===== src/ffm_pkg.sv =====
package ffm_pkg;
  // register offsets
  localparam logic [7:0] ADDR_CONFIG = 8'h15;
  localparam logic [7:0] ADDR_SOURCE = 8'h16;
  localparam logic [7:0] ADDR_LIMIT = 8'h17;
  localparam logic [7:0] ADDR_COUNT = 8'h18;
  localparam logic [7:0] ADDR_X_UPPER = 8'h73;
  localparam logic [7:0] ADDR_X_LOWER = 8'h74;
  localparam logic [7:0] ADDR_Y_UPPER = 8'h75;
  localparam logic [7:0] ADDR_Y_LOWER = 8'h76;
  localparam logic [7:0] ADDR_Z_UPPER = 8'h77;
  localparam logic [7:0] ADDR_Z_LOWER = 8'h78;
  // config field positions
  localparam int CFG_LATCH_BIT = 7;
  localparam int CFG_OR_BIT = 6;
  localparam int CFG_Z_EN_BIT = 5;
  localparam int CFG_Y_EN_BIT = 4;
  localparam int CFG_X_EN_BIT = 3;
  // source field positions
  localparam int SRC_ACTIVE_BIT = 7;
  localparam int SRC_Z_EVENT_BIT = 5;
  localparam int SRC_Z_SIGN_BIT = 4;
  localparam int SRC_Y_EVENT_BIT = 3;
  localparam int SRC_Y_SIGN_BIT = 2;
  localparam int SRC_X_EVENT_BIT = 1;
  localparam int SRC_X_SIGN_BIT = 0;
  // limit register field positions
  localparam int LIM_CLEAR_MODE_BIT = 7;
  localparam int UPPER_FLAG_BIT = 7;
  localparam int LOWER_SHIFT = 2;
  // widths
  localparam int SAMPLE_W = 14;
  localparam int AXIS_LIMIT_W = 13;
  localparam int COMMON_W = 7;
  localparam int STEP_W = 9;
  localparam int COUNT_W = 8;
  // reset values
  localparam logic [7:0] CONFIG_RESET = 8'h00;
  localparam logic [7:0] LIMIT_RESET = 8'h00;
  localparam logic [7:0] COUNT_RESET = 8'h00;
  localparam logic [6:0] UPPER_RESET = 7'h00;
  localparam logic [5:0] LOWER_RESET = 6'h00;
  localparam logic [6:0] SOURCE_RESET = 7'h00;
endpackage


===== src/ffm_detector.sv =====
`timescale 1ns/1ns
// Notes on behaviour
// - latch on: flags freeze once event_active sets; reading source clears them
// - latch off: source flags follow the detection result every sample
// - freefall mode: event is AND of low-g on all enabled axes
// - motion mode: event is OR of high-g on enabled axes
// - axis enable bit includes or excludes that axis from comparison
// - while a latched event is held, new axis events do not update source
// - axis event and polarity flags read zero when the axis is disabled
// - per-axis event flag is one when a qualifying event hits that axis
// - polarity flag: zero for positive, one for negative acceleration
// - event_active gated by interrupt enable and routing gives the interrupt
// - source register is read-only and resets to zero
// - clear mode one: debounce counter cleared when condition is false
// - clear mode zero: counter decrements by one, stops at zero
// - clear mode acts the same for common and per-axis thresholds
// - common threshold is 7-bit unsigned, 63 mg per count, resets zero
// - all configuration resets to zero: freefall, unlatched, axes off
// - low-g: below threshold qualifies; high-g: above threshold qualifies
// - per-axis limit enable selects each axis own 13-bit threshold
// - event sets when counter reaches target; counter never exceeds it
module ffm_detector (
  input wire logic mclk,
  input wire logic rst,
  input wire logic [7:0] reg_addr,
  input wire logic [7:0] reg_wdata,
  input wire logic reg_wr,
  input wire logic reg_rd,
  output logic [7:0] reg_rdata,
  input wire logic sample_valid,
  input wire logic [ffm_pkg::SAMPLE_W-1:0] x_sample,
  input wire logic [ffm_pkg::SAMPLE_W-1:0] y_sample,
  input wire logic [ffm_pkg::SAMPLE_W-1:0] z_sample,
  input wire logic [ffm_pkg::STEP_W-1:0] common_step_counts,
  input wire logic int_enable,
  input wire logic int_route,
  output logic event_active,
  output logic irq_line1,
  output logic irq_line2
);

  // ---------------- register group ----------------
  logic [7:0] config_q;
  logic [7:0] config_d;
  logic [7:0] limit_q;
  logic [7:0] limit_d;
  logic [7:0] count_q;
  logic [7:0] count_d;
  logic [6:0] upper_q [3];
  logic [6:0] upper_d [3];
  logic [2:0] upper_flag_q;
  logic [2:0] upper_flag_d;
  logic [5:0] lower_q [3];
  logic [5:0] lower_d [3];
  logic [7:0] rdata_q;
  logic [7:0] rdata_d;
  logic src_read;
  logic [6:0] src_q;
  logic [2:0] axis_en;
  logic [7:0] src_view;

  assign axis_en = {config_q[ffm_pkg::CFG_Z_EN_BIT], config_q[ffm_pkg::CFG_Y_EN_BIT],
                    config_q[ffm_pkg::CFG_X_EN_BIT]};

  // disabled axes read zero regardless of stored state
  always_comb begin
    src_view = 8'h00;
    src_view[ffm_pkg::SRC_ACTIVE_BIT] = src_q[6];
    src_view[ffm_pkg::SRC_Z_EVENT_BIT] = src_q[5] & axis_en[2];
    src_view[ffm_pkg::SRC_Z_SIGN_BIT] = src_q[4] & axis_en[2];
    src_view[ffm_pkg::SRC_Y_EVENT_BIT] = src_q[3] & axis_en[1];
    src_view[ffm_pkg::SRC_Y_SIGN_BIT] = src_q[2] & axis_en[1];
    src_view[ffm_pkg::SRC_X_EVENT_BIT] = src_q[1] & axis_en[0];
    src_view[ffm_pkg::SRC_X_SIGN_BIT] = src_q[0] & axis_en[0];
  end

  assign src_read = reg_rd && (reg_addr == ffm_pkg::ADDR_SOURCE);

  always_comb begin
    config_d = config_q;
    limit_d = limit_q;
    count_d = count_q;
    upper_d = upper_q;
    upper_flag_d = upper_flag_q;
    lower_d = lower_q;
    rdata_d = 8'h00;
    // source address has no write branch, so writes leave it alone
    if (reg_wr) begin
      if (reg_addr == ffm_pkg::ADDR_CONFIG) begin
        config_d = {reg_wdata[7:3], 3'h0};
      end else if (reg_addr == ffm_pkg::ADDR_LIMIT) begin
        limit_d = reg_wdata;
      end else if (reg_addr == ffm_pkg::ADDR_COUNT) begin
        count_d = reg_wdata;
      end else if (reg_addr == ffm_pkg::ADDR_X_UPPER) begin
        upper_flag_d[0] = reg_wdata[ffm_pkg::UPPER_FLAG_BIT];
        upper_d[0] = reg_wdata[6:0];
      end else if (reg_addr == ffm_pkg::ADDR_X_LOWER) begin
        lower_d[0] = reg_wdata[7:ffm_pkg::LOWER_SHIFT];
      end else if (reg_addr == ffm_pkg::ADDR_Y_UPPER) begin
        upper_flag_d[1] = reg_wdata[ffm_pkg::UPPER_FLAG_BIT];
        upper_d[1] = reg_wdata[6:0];
      end else if (reg_addr == ffm_pkg::ADDR_Y_LOWER) begin
        lower_d[1] = reg_wdata[7:ffm_pkg::LOWER_SHIFT];
      end else if (reg_addr == ffm_pkg::ADDR_Z_UPPER) begin
        upper_d[2] = reg_wdata[6:0];
      end else if (reg_addr == ffm_pkg::ADDR_Z_LOWER) begin
        lower_d[2] = reg_wdata[7:ffm_pkg::LOWER_SHIFT];
      end
    end
    if (reg_rd) begin
      if (reg_addr == ffm_pkg::ADDR_CONFIG) begin
        rdata_d = config_q;
      end else if (reg_addr == ffm_pkg::ADDR_SOURCE) begin
        rdata_d = src_view;
      end else if (reg_addr == ffm_pkg::ADDR_LIMIT) begin
        rdata_d = limit_q;
      end else if (reg_addr == ffm_pkg::ADDR_COUNT) begin
        rdata_d = count_q;
      end else if (reg_addr == ffm_pkg::ADDR_X_UPPER) begin
        rdata_d = {upper_flag_q[0], upper_q[0]};
      end else if (reg_addr == ffm_pkg::ADDR_X_LOWER) begin
        rdata_d = {lower_q[0], 2'h0};
      end else if (reg_addr == ffm_pkg::ADDR_Y_UPPER) begin
        rdata_d = {upper_flag_q[1], upper_q[1]};
      end else if (reg_addr == ffm_pkg::ADDR_Y_LOWER) begin
        rdata_d = {lower_q[1], 2'h0};
      end else if (reg_addr == ffm_pkg::ADDR_Z_UPPER) begin
        rdata_d = {1'b0, upper_q[2]};
      end else if (reg_addr == ffm_pkg::ADDR_Z_LOWER) begin
        rdata_d = {lower_q[2], 2'h0};
      end
    end
  end

  always_ff @(posedge mclk) begin
    if (rst) begin
      config_q <= ffm_pkg::CONFIG_RESET;
      limit_q <= ffm_pkg::LIMIT_RESET;
      count_q <= ffm_pkg::COUNT_RESET;
      upper_flag_q <= 3'h0;
      for (int i = 0; i < 3; i++) begin
        upper_q[i] <= ffm_pkg::UPPER_RESET;
        lower_q[i] <= ffm_pkg::LOWER_RESET;
      end
      rdata_q <= 8'h00;
    end else begin
      config_q <= config_d;
      limit_q <= limit_d;
      count_q <= count_d;
      upper_flag_q <= upper_flag_d;
      upper_q <= upper_d;
      lower_q <= lower_d;
      rdata_q <= rdata_d;
    end
  end

  assign reg_rdata = rdata_q;

  // ---------------- per-axis comparison ----------------
  logic latch_on;
  logic or_mode;
  logic per_axis_on;
  logic clear_mode;
  logic [15:0] common_counts;
  logic [ffm_pkg::SAMPLE_W-1:0] samples [3];
  logic [2:0] axis_low;
  logic [2:0] axis_high;
  logic [2:0] axis_sign;
  logic [2:0] axis_qual;

  assign latch_on = config_q[ffm_pkg::CFG_LATCH_BIT];
  assign or_mode = config_q[ffm_pkg::CFG_OR_BIT];
  assign per_axis_on = upper_flag_q[0];
  assign clear_mode = limit_q[ffm_pkg::LIM_CLEAR_MODE_BIT];
  // common threshold scaled from 63 mg steps into sample counts
  // both factors widened first so the product is never cut before the cast
  assign common_counts = 16'(limit_q[ffm_pkg::COMMON_W-1:0]) * 16'(common_step_counts);
  assign samples[0] = x_sample;
  assign samples[1] = y_sample;
  assign samples[2] = z_sample;

  for (genvar a = 0; a < 3; a++) begin : g_axis
    logic [ffm_pkg::SAMPLE_W-1:0] mag;
    logic [15:0] lim;
    assign axis_sign[a] = samples[a][ffm_pkg::SAMPLE_W-1];
    assign mag = axis_sign[a] ? ffm_pkg::SAMPLE_W'(~samples[a] + 1'b1) : samples[a];
    assign lim = per_axis_on ? {3'h0, upper_q[a], lower_q[a]} : common_counts;
    assign axis_low[a] = axis_en[a] && ({2'h0, mag} < lim);
    assign axis_high[a] = axis_en[a] && ({2'h0, mag} > lim);
    assign axis_qual[a] = or_mode ? axis_high[a] : axis_low[a];
  end

  logic cond;

  // freefall needs at least one enabled axis
  assign cond = or_mode ? |axis_high
                        : ((|axis_en) && &(axis_low | ~axis_en));

  // ---------------- debounce and source group ----------------
  logic [ffm_pkg::COUNT_W-1:0] dbc_q;
  logic [ffm_pkg::COUNT_W-1:0] dbc_d;
  logic det_q;
  logic det_d;
  logic [6:0] src_d;
  logic held;
  logic [6:0] fresh;
  logic irq1_d;
  logic irq2_d;
  logic irq1_q;
  logic irq2_q;

  always_comb begin
    dbc_d = dbc_q;
    det_d = det_q;
    if (sample_valid) begin
      if (cond) begin
        if (dbc_q < count_q) begin
          dbc_d = dbc_q + 1'b1;
        end
      end else if (clear_mode) begin
        dbc_d = '0;
      end else if (dbc_q != '0) begin
        dbc_d = dbc_q - 1'b1;
      end
      det_d = cond && (dbc_d == count_q);
    end
  end

  always_comb begin
    fresh = 7'h00;
    fresh[6] = det_d;

    // per-axis flags only show while the combined event is detected
    for (int a = 0; a < 3; a++) begin
      fresh[2 * a + 1] = axis_qual[a] & det_d;
      fresh[2 * a] = axis_qual[a] & axis_sign[a] & det_d;
    end

    held = latch_on && src_q[6];
    src_d = src_q;
    // a new event in the clearing cycle wins over the read clear
    if (sample_valid && (!held || src_read)) begin
      src_d = fresh;
    end else if (held && src_read) begin
      src_d = ffm_pkg::SOURCE_RESET;
    end else if (!latch_on && sample_valid) begin
      src_d = fresh;
    end
    irq1_d = src_d[6] && int_enable && !int_route;
    irq2_d = src_d[6] && int_enable && int_route;
  end

  always_ff @(posedge mclk) begin
    if (rst) begin
      dbc_q <= '0;
      det_q <= 1'b0;
      src_q <= ffm_pkg::SOURCE_RESET;
      irq1_q <= 1'b0;
      irq2_q <= 1'b0;
    end else begin
      dbc_q <= dbc_d;
      det_q <= det_d;
      src_q <= src_d;
      irq1_q <= irq1_d;
      irq2_q <= irq2_d;
    end
  end

  assign event_active = src_q[6];
  assign irq_line1 = irq1_q;
  assign irq_line2 = irq2_q;

endmodule


===== config.mk =====
export PLATFORM = sky130hd
export DESIGN_NAME = ffm_detector
export DESIGN_NICKNAME = d
export VERILOG_FILES = /design/src/ffm_pkg.sv /design/src/ffm_detector.sv
export SDC_FILE = /design/constraint.sdc
export NUM_CORES = 1
export LEC_CHECK = 0
export CORE_MARGIN = 8
export CORE_UTILIZATION = 60
export DETAILED_ROUTE_END_ITERATION = 12
export DONT_BUFFER_PORTS = 1
export GPL_TIMING_DRIVEN = 1
export PLACE_DENSITY_LB_ADDON = 0.2
export SLEW_MARGIN = 10
export SYNTH_ARGS = -nofsm -noshare
export SYNTH_HDL_FRONTEND = slang
export SYNTH_SLANG_ARGS = --single-unit

===== constraint.sdc =====
create_clock -name mclk -period 10.8 [get_ports mclk]
set_clock_uncertainty 0.2 [all_clocks]
set_input_delay 1.08 -clock mclk [delete_from_list [all_inputs] [get_ports mclk]]
set_output_delay 1.08 -clock mclk [all_outputs]
set_load 0.01 [all_outputs]

==> results.json, run 1 <==
{
  "io_buffer_count": 0,
  "synth-xor-area-share_pct": 5.49,
  "muxShareOfSynthArea_pct": 4.53,
  "firstDrtPassIters": 9,
  "ys_seq_area_share_pct": 20.2,
  "hp-class": "reg -> reg",
  "cts_hold_buf": 0,
  "slew_viol_final": 0,
  "gp_routability_congestion": 0.978,
  "timing_hold_violations_final": 0,
  "yosys.area_share.simple_pct": 23.5,
  "relSlewSlack_pct": 28.6,
  "synth_top_area_share_pct": 20.2,
  "synthTopCellsByArea": "dfxtp_1 (20%), ha_1 (13%), fa_1 (7.9%)",
  "drtIter0Drc": 924,
  "synth_adder_area_share_pct": 20.8,
  "overflow": 0,
  "grt_pass1_vias": 7684,
  "fin_cells": 1230,
  "dp.cells": 1214,
  "synth_cell_type_count": 85,
  "yosysWarningCount": 0,
  "grt_usage_pct": 27.2,
  "vias": 7922,
  "crit_fanout": 9,
  "crit_required_ps": 10860,
  "max_freq_ghz": 0.117,
  "setup_violations": 0,
  "vias_per_cell": 6.44,
  "clk_path_buf_depth": 2,
  "rsz0062_at_grt": "no",
  "async_flop_share_pct": 0,
  "synth-seq-cells": 87,
  "cts-buffers-inserted": 9,
  "syn_nets": 1278,
  "grt_max_degree": 75,
  "yosysTopAreaCell": "dfxtp_1",
  "power.density_mw_per_mm2": 120,
  "whs_ps": 251,
  "cts_root_buf": "clkbuf_16",
  "leakage_nw": 3.76,
  "drive_above_1_share_pct": 4.76,
  "antennaDiodeCount": 0,
  "hpwlAfterDp_um": 19600,
  "max_cap_violations": 0,
  "synth_flop_cell": "dfxtp_1",
  "cts_sinks": 87,
  "antenna_found_initial": 0,
  "synth_top_family_by_area": "simple AND/OR/NAND/NOR gates",
  "cp-start-kind": "primary input",
  "clock_latency_ps": 350,
  "max-vdd-ir-drop_mv": 0.155,
  "cts_tree": "done",
  "crit_path_end_kind": "register",
  "fp-row-count": 43,
  "synth_compound_area_share_pct": 20.0,
  "fin_setup_tns_ps": 0,
  "cpPeakStageDelay_ps": 550,
  "fin_crit_ps": 8550,
  "post_drt_wl_per_cell_um": 20.2,
  "finish.utilization_pct": 64.0,
  "outcome": "finished, final reports clean",
  "path_clk_slew_ps": 70,
  "synthToLayoutAreaGrowth_pct": 3.65,
  "cts_resized": 0,
  "ant_nets": 0,
  "die_h_um": 136,
  "crit_arrival_ps": 8610,
  "min_period_over_period_pct": 79.2,
  "syn_area_per_cell_sq_um": 7.96,
  "core-area_sq_mm": 0.0139,
  "path_class": "in -> reg",
  "synthCells": 1081,
  "synth-edff-count": 0,
  "grt_pass1_wl_um": 40000,
  "synth.cell_area_sq_mm": 0.00861,
  "ios": 85,
  "h-tree-depth": 3,
  "die_w_um": 136,
  "tightest_slew_ps": 1070,
  "start_util_pct": 61.8,
  "routed_wl_um": 24900,
  "final_nets": 1242,
  "cpMaxStageDelayCell": "fa_1",
  "die_area_sq_mm": 0.0184,
  "postCtsSetupBuffers": 0,
  "remaining_drc_errors": 0
}
==> power breakdown <==
group | switching (mW) | internal (mW) | total [mW]
clock network | 0.147 | 0.163 | 0.311
registers | 0.0367 | 0.335 | 0.372
logic | 0.206 | 0.182 | 0.388
total | 0.390 | 0.680 | 1.07
==> cells in the final DEF (no fill, tap or decap), drive strengths merged, types with 5 or more instances in the layout <==
cell type	synthesis	final
nor3	24	24
o21a	5	5
a32oi	5	5
or2	5	5
a31oi	5	5
ha	89	89
nand3b	6	6
a211oi	5	5
fa	34	34
o41ai	5	5
a21boi	5	5
a222oi	7	7
and3	14	14
clkbuf	45	9
or4	5	5
nor2b	8	8
nor2	71	71
xnor2	44	44
nor4	5	5
xor2	10	10
dfxtp	87	87
mux2i	39	39
a21o	10	10
a22oi	9	9
nand3	47	47
o31ai	14	14
or3	6	6
o21ai	61	61
nand2b	16	16
inv	61	66
a21oi	86	86
nand2	132	132
and2	52	52
nand4	9	9
==> registers in the layout, summed over array words and instances (netlist names) <==
name / cells
config_q: 5
count_q: 8
dbc_q: 8
irq_line1: 1
irq_line2: 1
limit_q: 8
lower_q: 18
reg_rdata: 8
src_q: 7
upper_flag_q: 2
upper_q: 21
==> area by class of cell <==
type	instances	area [sq um]
clock buffer	9	225
clock inverter	7	68.8
fill	1300	5010
inverter	62	233
multi-input combinational	881	6400
sequential	87	1740
tap	180	225
timing repair buffer	4	30.0
==> final timing paths <==
kind,cells past startpoint,slack (ps),from,endpoint
setup / recovery,31,2250,common_step_counts[3],src_q[0]$_SDFFE_PP0P_
hold / removal,2,250,src_q[5]$_SDFFE_PP0P_,src_q[5]$_SDFFE_PP0P_
setup reg to reg,30,2360,limit_q[6]$_SDFFE_PP0P_,src_q[0]$_SDFFE_PP0P_
hold reg to reg,2,250,src_q[5]$_SDFFE_PP0P_,src_q[5]$_SDFFE_PP0P_
==> metal layers <==
| metal | share of wire (%) | wire length [um] | vias to the layer above | global-route usage, % |
|---|---|---|---|---|
| li1 | - | - | 3765 | - |
| met1 | 41 | 10100 | 3734 | 33.6 |
| met2 | 47 | 11600 | 345 | 44.8 |
| met3 | 7.9 | 1970 | 78 | 4.78 |
| met4 | 4.7 | 1160 | 0 | 13.1 |
| met5 | 0 | 0 | - | 0 |
==> per-stage QoR <==
stage               power, mW  setup WS, ps  cell area [sq um]
finish                   1.07          2250               8920
detailed placement      0.758          1960               8630
global placement        0.756          2140               8630
global route             1.13          1820               8920
CTS                      1.07          2320               8920
floorplan               0.714          2560               8610
==> cell usage after synthesis (9+ instances only) <==
master and instances:
xor2_1 10, a22oi_1 9, nor2_1 70, nand2b_1 16, mux2i_1 39, and3_1 11, inv_1 61, a21o_1 9
nand3_1 47, o21ai_0 55, nand2_1 132, and2_1 52, fa_1 34, clkbuf_1 44, a21oi_1 82, nor3_1 24
dfxtp_1 87, xnor2_1 44, nand4_1 9, o31ai_1 13, ha_1 89
==> worst max-delay path, delay by kind of cell <==
family	cells	cell delay, ps
AOI/OAI and AO/OA	13	3070
buffers and inverters	4	200
and+or+nand+nor	7	1330
xor gates and xnor gates	1	130
adders and majority gates	6	2780
==> cell families after synthesis <==
| group | count (synthesis) |
|---|---|
| muxes | 39 |
| DFF | 87 |
| buffers and inverters | 113 |
| and+or+nand+nor | 408 |
| AOI/OAI and AO/OA | 257 |
| xor gates and xnor gates | 54 |
| adders and majority gates | 123 |
Note: power is estimated with default switching activity, not from simulation.
==> inputs of run 2 (changes only) <==
clock period = 6.85 ns   (was 10.8 ns; I/O delays follow)
==> results.json, run 2 (synthesized netlist as in run 1, its figures left out) <==
{
  "layout_common_cells": "nand2_1 (125), ha_1 (81), dfxtp_1 (81), buf_4 (75), a21oi_1 (73)",
  "cp-start-kind": "register",
  "cts_sinks": 87,
  "cpMaxStageDelayCell": "fa_1",
  "outcome": "finished, violations left",
  "firstDrtPassIters": 6,
  "gp_routability_congestion": 0.986,
  "largest-register": "upper_q",
  "vias_per_cell": 6.38,
  "start_util_pct": 61.8,
  "cts-buffers-inserted": 9,
  "violations": "setup timing",
  "io_buffer_count": 0,
  "slew_viol_final": 0,
  "grt_pass1_wl_um": 42100,
  "p_int_mw": 1.25,
  "grt_usage_pct": 28.6,
  "die_w_um": 136,
  "setup_violations": 17,
  "fin_setup_tns_ps": -6460,
  "fp-row-count": 43,
  "power.density_mw_per_mm2": 197,
  "drtIter0Drc": 919,
  "overflow": 0,
  "relSlewSlack_pct": 37.9,
  "rsz0062_at_grt": "yes",
  "final_nets": 1323,
  "worst_slack_ps": -601,
  "timing_hold_violations_final": 0,
  "fin_crit_ps": 7450,
  "leakage_nw": 4.22,
  "max_freq_ghz": 0.134,
  "switching_share_pct": 36.8,
  "crit_path_end_kind": "register",
  "whs_ps": 209,
  "grt_max_degree": 75,
  "p_seq_share_pct": 30.0,
  "ant_nets": 0,
  "max-vdd-ir-drop_mv": 0.281,
  "synthToLayoutAreaGrowth_pct": 16.0,
  "crit_arrival_ps": 7520,
  "fillers": 1104,
  "place_area_sq_mm": 0.00919,
  "die_area_sq_mm": 0.0184,
  "vias": 8366,
  "max_cap_violations": 0,
  "grt_pass1_vias": 8111,
  "tightest_slew_ps": 928,
  "h-tree-depth": 3,
  "drive_above_1_share_pct": 17.6,
  "cts_tree": "done",
  "cp_common_cell": "fa_1",
  "clock_latency_ps": 350,
  "cts_root_buf": "clkbuf_16",
  "largest_reg_flops": 21,
  "comb_power_share_pct": 45.8,
  "mostFrequentLayoutCell": "nand2_1",
  "core-area_sq_mm": 0.0139,
  "antennaDiodeCount": 0,
  "die_h_um": 136,
  "min_period_over_period_pct": 109,
  "path_clk_slew_ps": 60,
  "fin_area_sq_mm": 0.00999,
  "clk_path_buf_depth": 2,
  "ios": 85,
  "crit_fanout": 6,
  "p_total_mw": 1.97,
  "remaining_drc_errors": 0,
  "p_clk_share_pct": 24.2,
  "hp-class": "in -> reg",
  "path_class": "reg -> reg",
  "post_drt_wl_per_cell_um": 20.8,
  "cts_hold_buf": 0,
  "routed_wl_um": 27200,
  "antenna_found_initial": 0,
  "crit_required_ps": 6920,
  "p_sw_mw": 0.725,
  "reg_top3": "upper_q x21, lower_q x18",
  "cpPeakStageDelay_ps": 570,
  "hpwlAfterDp_um": 20600
}
[run 2: cell count changes in the layout (fill, tap and decap cells not counted), sizes merged]
cell,change
clkinvlp,+3
inv,-3
clkbuf,+2
clkinv,-2
buf,+80
o2111ai,+1
[run 2: through the flow]
step / util [%] / worst slack (ps) / cells
after global placement: 65.9 / -996 / 1279
after detailed placement: 65.9 / -1120 / 1279
after CTS: 69.6 / -571 / 1299
final: 71.7 / -601 / 1311
after global routing: 71.7 / -866 / 1311
after floorplan: - / -692 / 1081
[run 2: cell type report]
class	instances	area (sq um)	area share [%]
multi-input combinational	882	6830	68.3
tap	180	225	2.25
sequential	87	1750	17.5
clock buffer	11	243	2.43
clock inverter	5	40.0	0.401
timing repair buffer	84	673	6.74
inverter	62	233	2.33
[run 2: worst paths after layout]
path	startpoint	end	slack, ps	cells past startpoint
worst max-delay path	limit_q[2]$_SDFFE_PP0P_	src_q[0]$_SDFFE_PP0P_	-600	32
worst min-delay path	rst	dbc_q[4]$_SDFFE_PP0P_	210	1
worst max register to register	limit_q[2]$_SDFFE_PP0P_	src_q[0]$_SDFFE_PP0P_	-600	32
worst min register to register	src_q[5]$_SDFFE_PP0P_	src_q[5]$_SDFFE_PP0P_	250	2
[run 2: timing repair]
item / CTS / global route
setup endpoints to repair: 17 / 17
setup buffers: 4 / 12
gates resized for setup: 39 / 46
cloned: 1 / 0
pin swaps: 32 / 38
[run 2: worst max-delay path, delay by kind of cell (launching register included)]
family / cells / cell delay (ps)
buffers and inverters: 6 / 510
AOI/OAI and AO/OA: 13 / 2510
adders and majority gates: 6 / 2520
and+or+nand+nor: 5 / 930
xor gates and xnor gates: 2 / 330
DFF: 1 / 370
[run 2: power groups by stage]
stage               sequential, mW  clock (mW)  combinational (mW)
CTS                          0.586       0.477               0.739
global placement             0.597           0               0.655
detailed placement           0.596           0               0.664
global route                 0.594       0.496               0.977
finish                       0.590       0.477               0.903
floorplan                    0.563           0               0.568
[run 2: routing by layer]
layer / vias to the layer above / GRT usage (%) / share of wire, %
met1: 3979 / 35.3 / 40
met5: - / 0 / 0
met4: 0 / 10.7 / 3.8
met2: 368 / 48.3 / 48
li1: 3931 / - / -
met3: 88 / 5.38 / 8.2
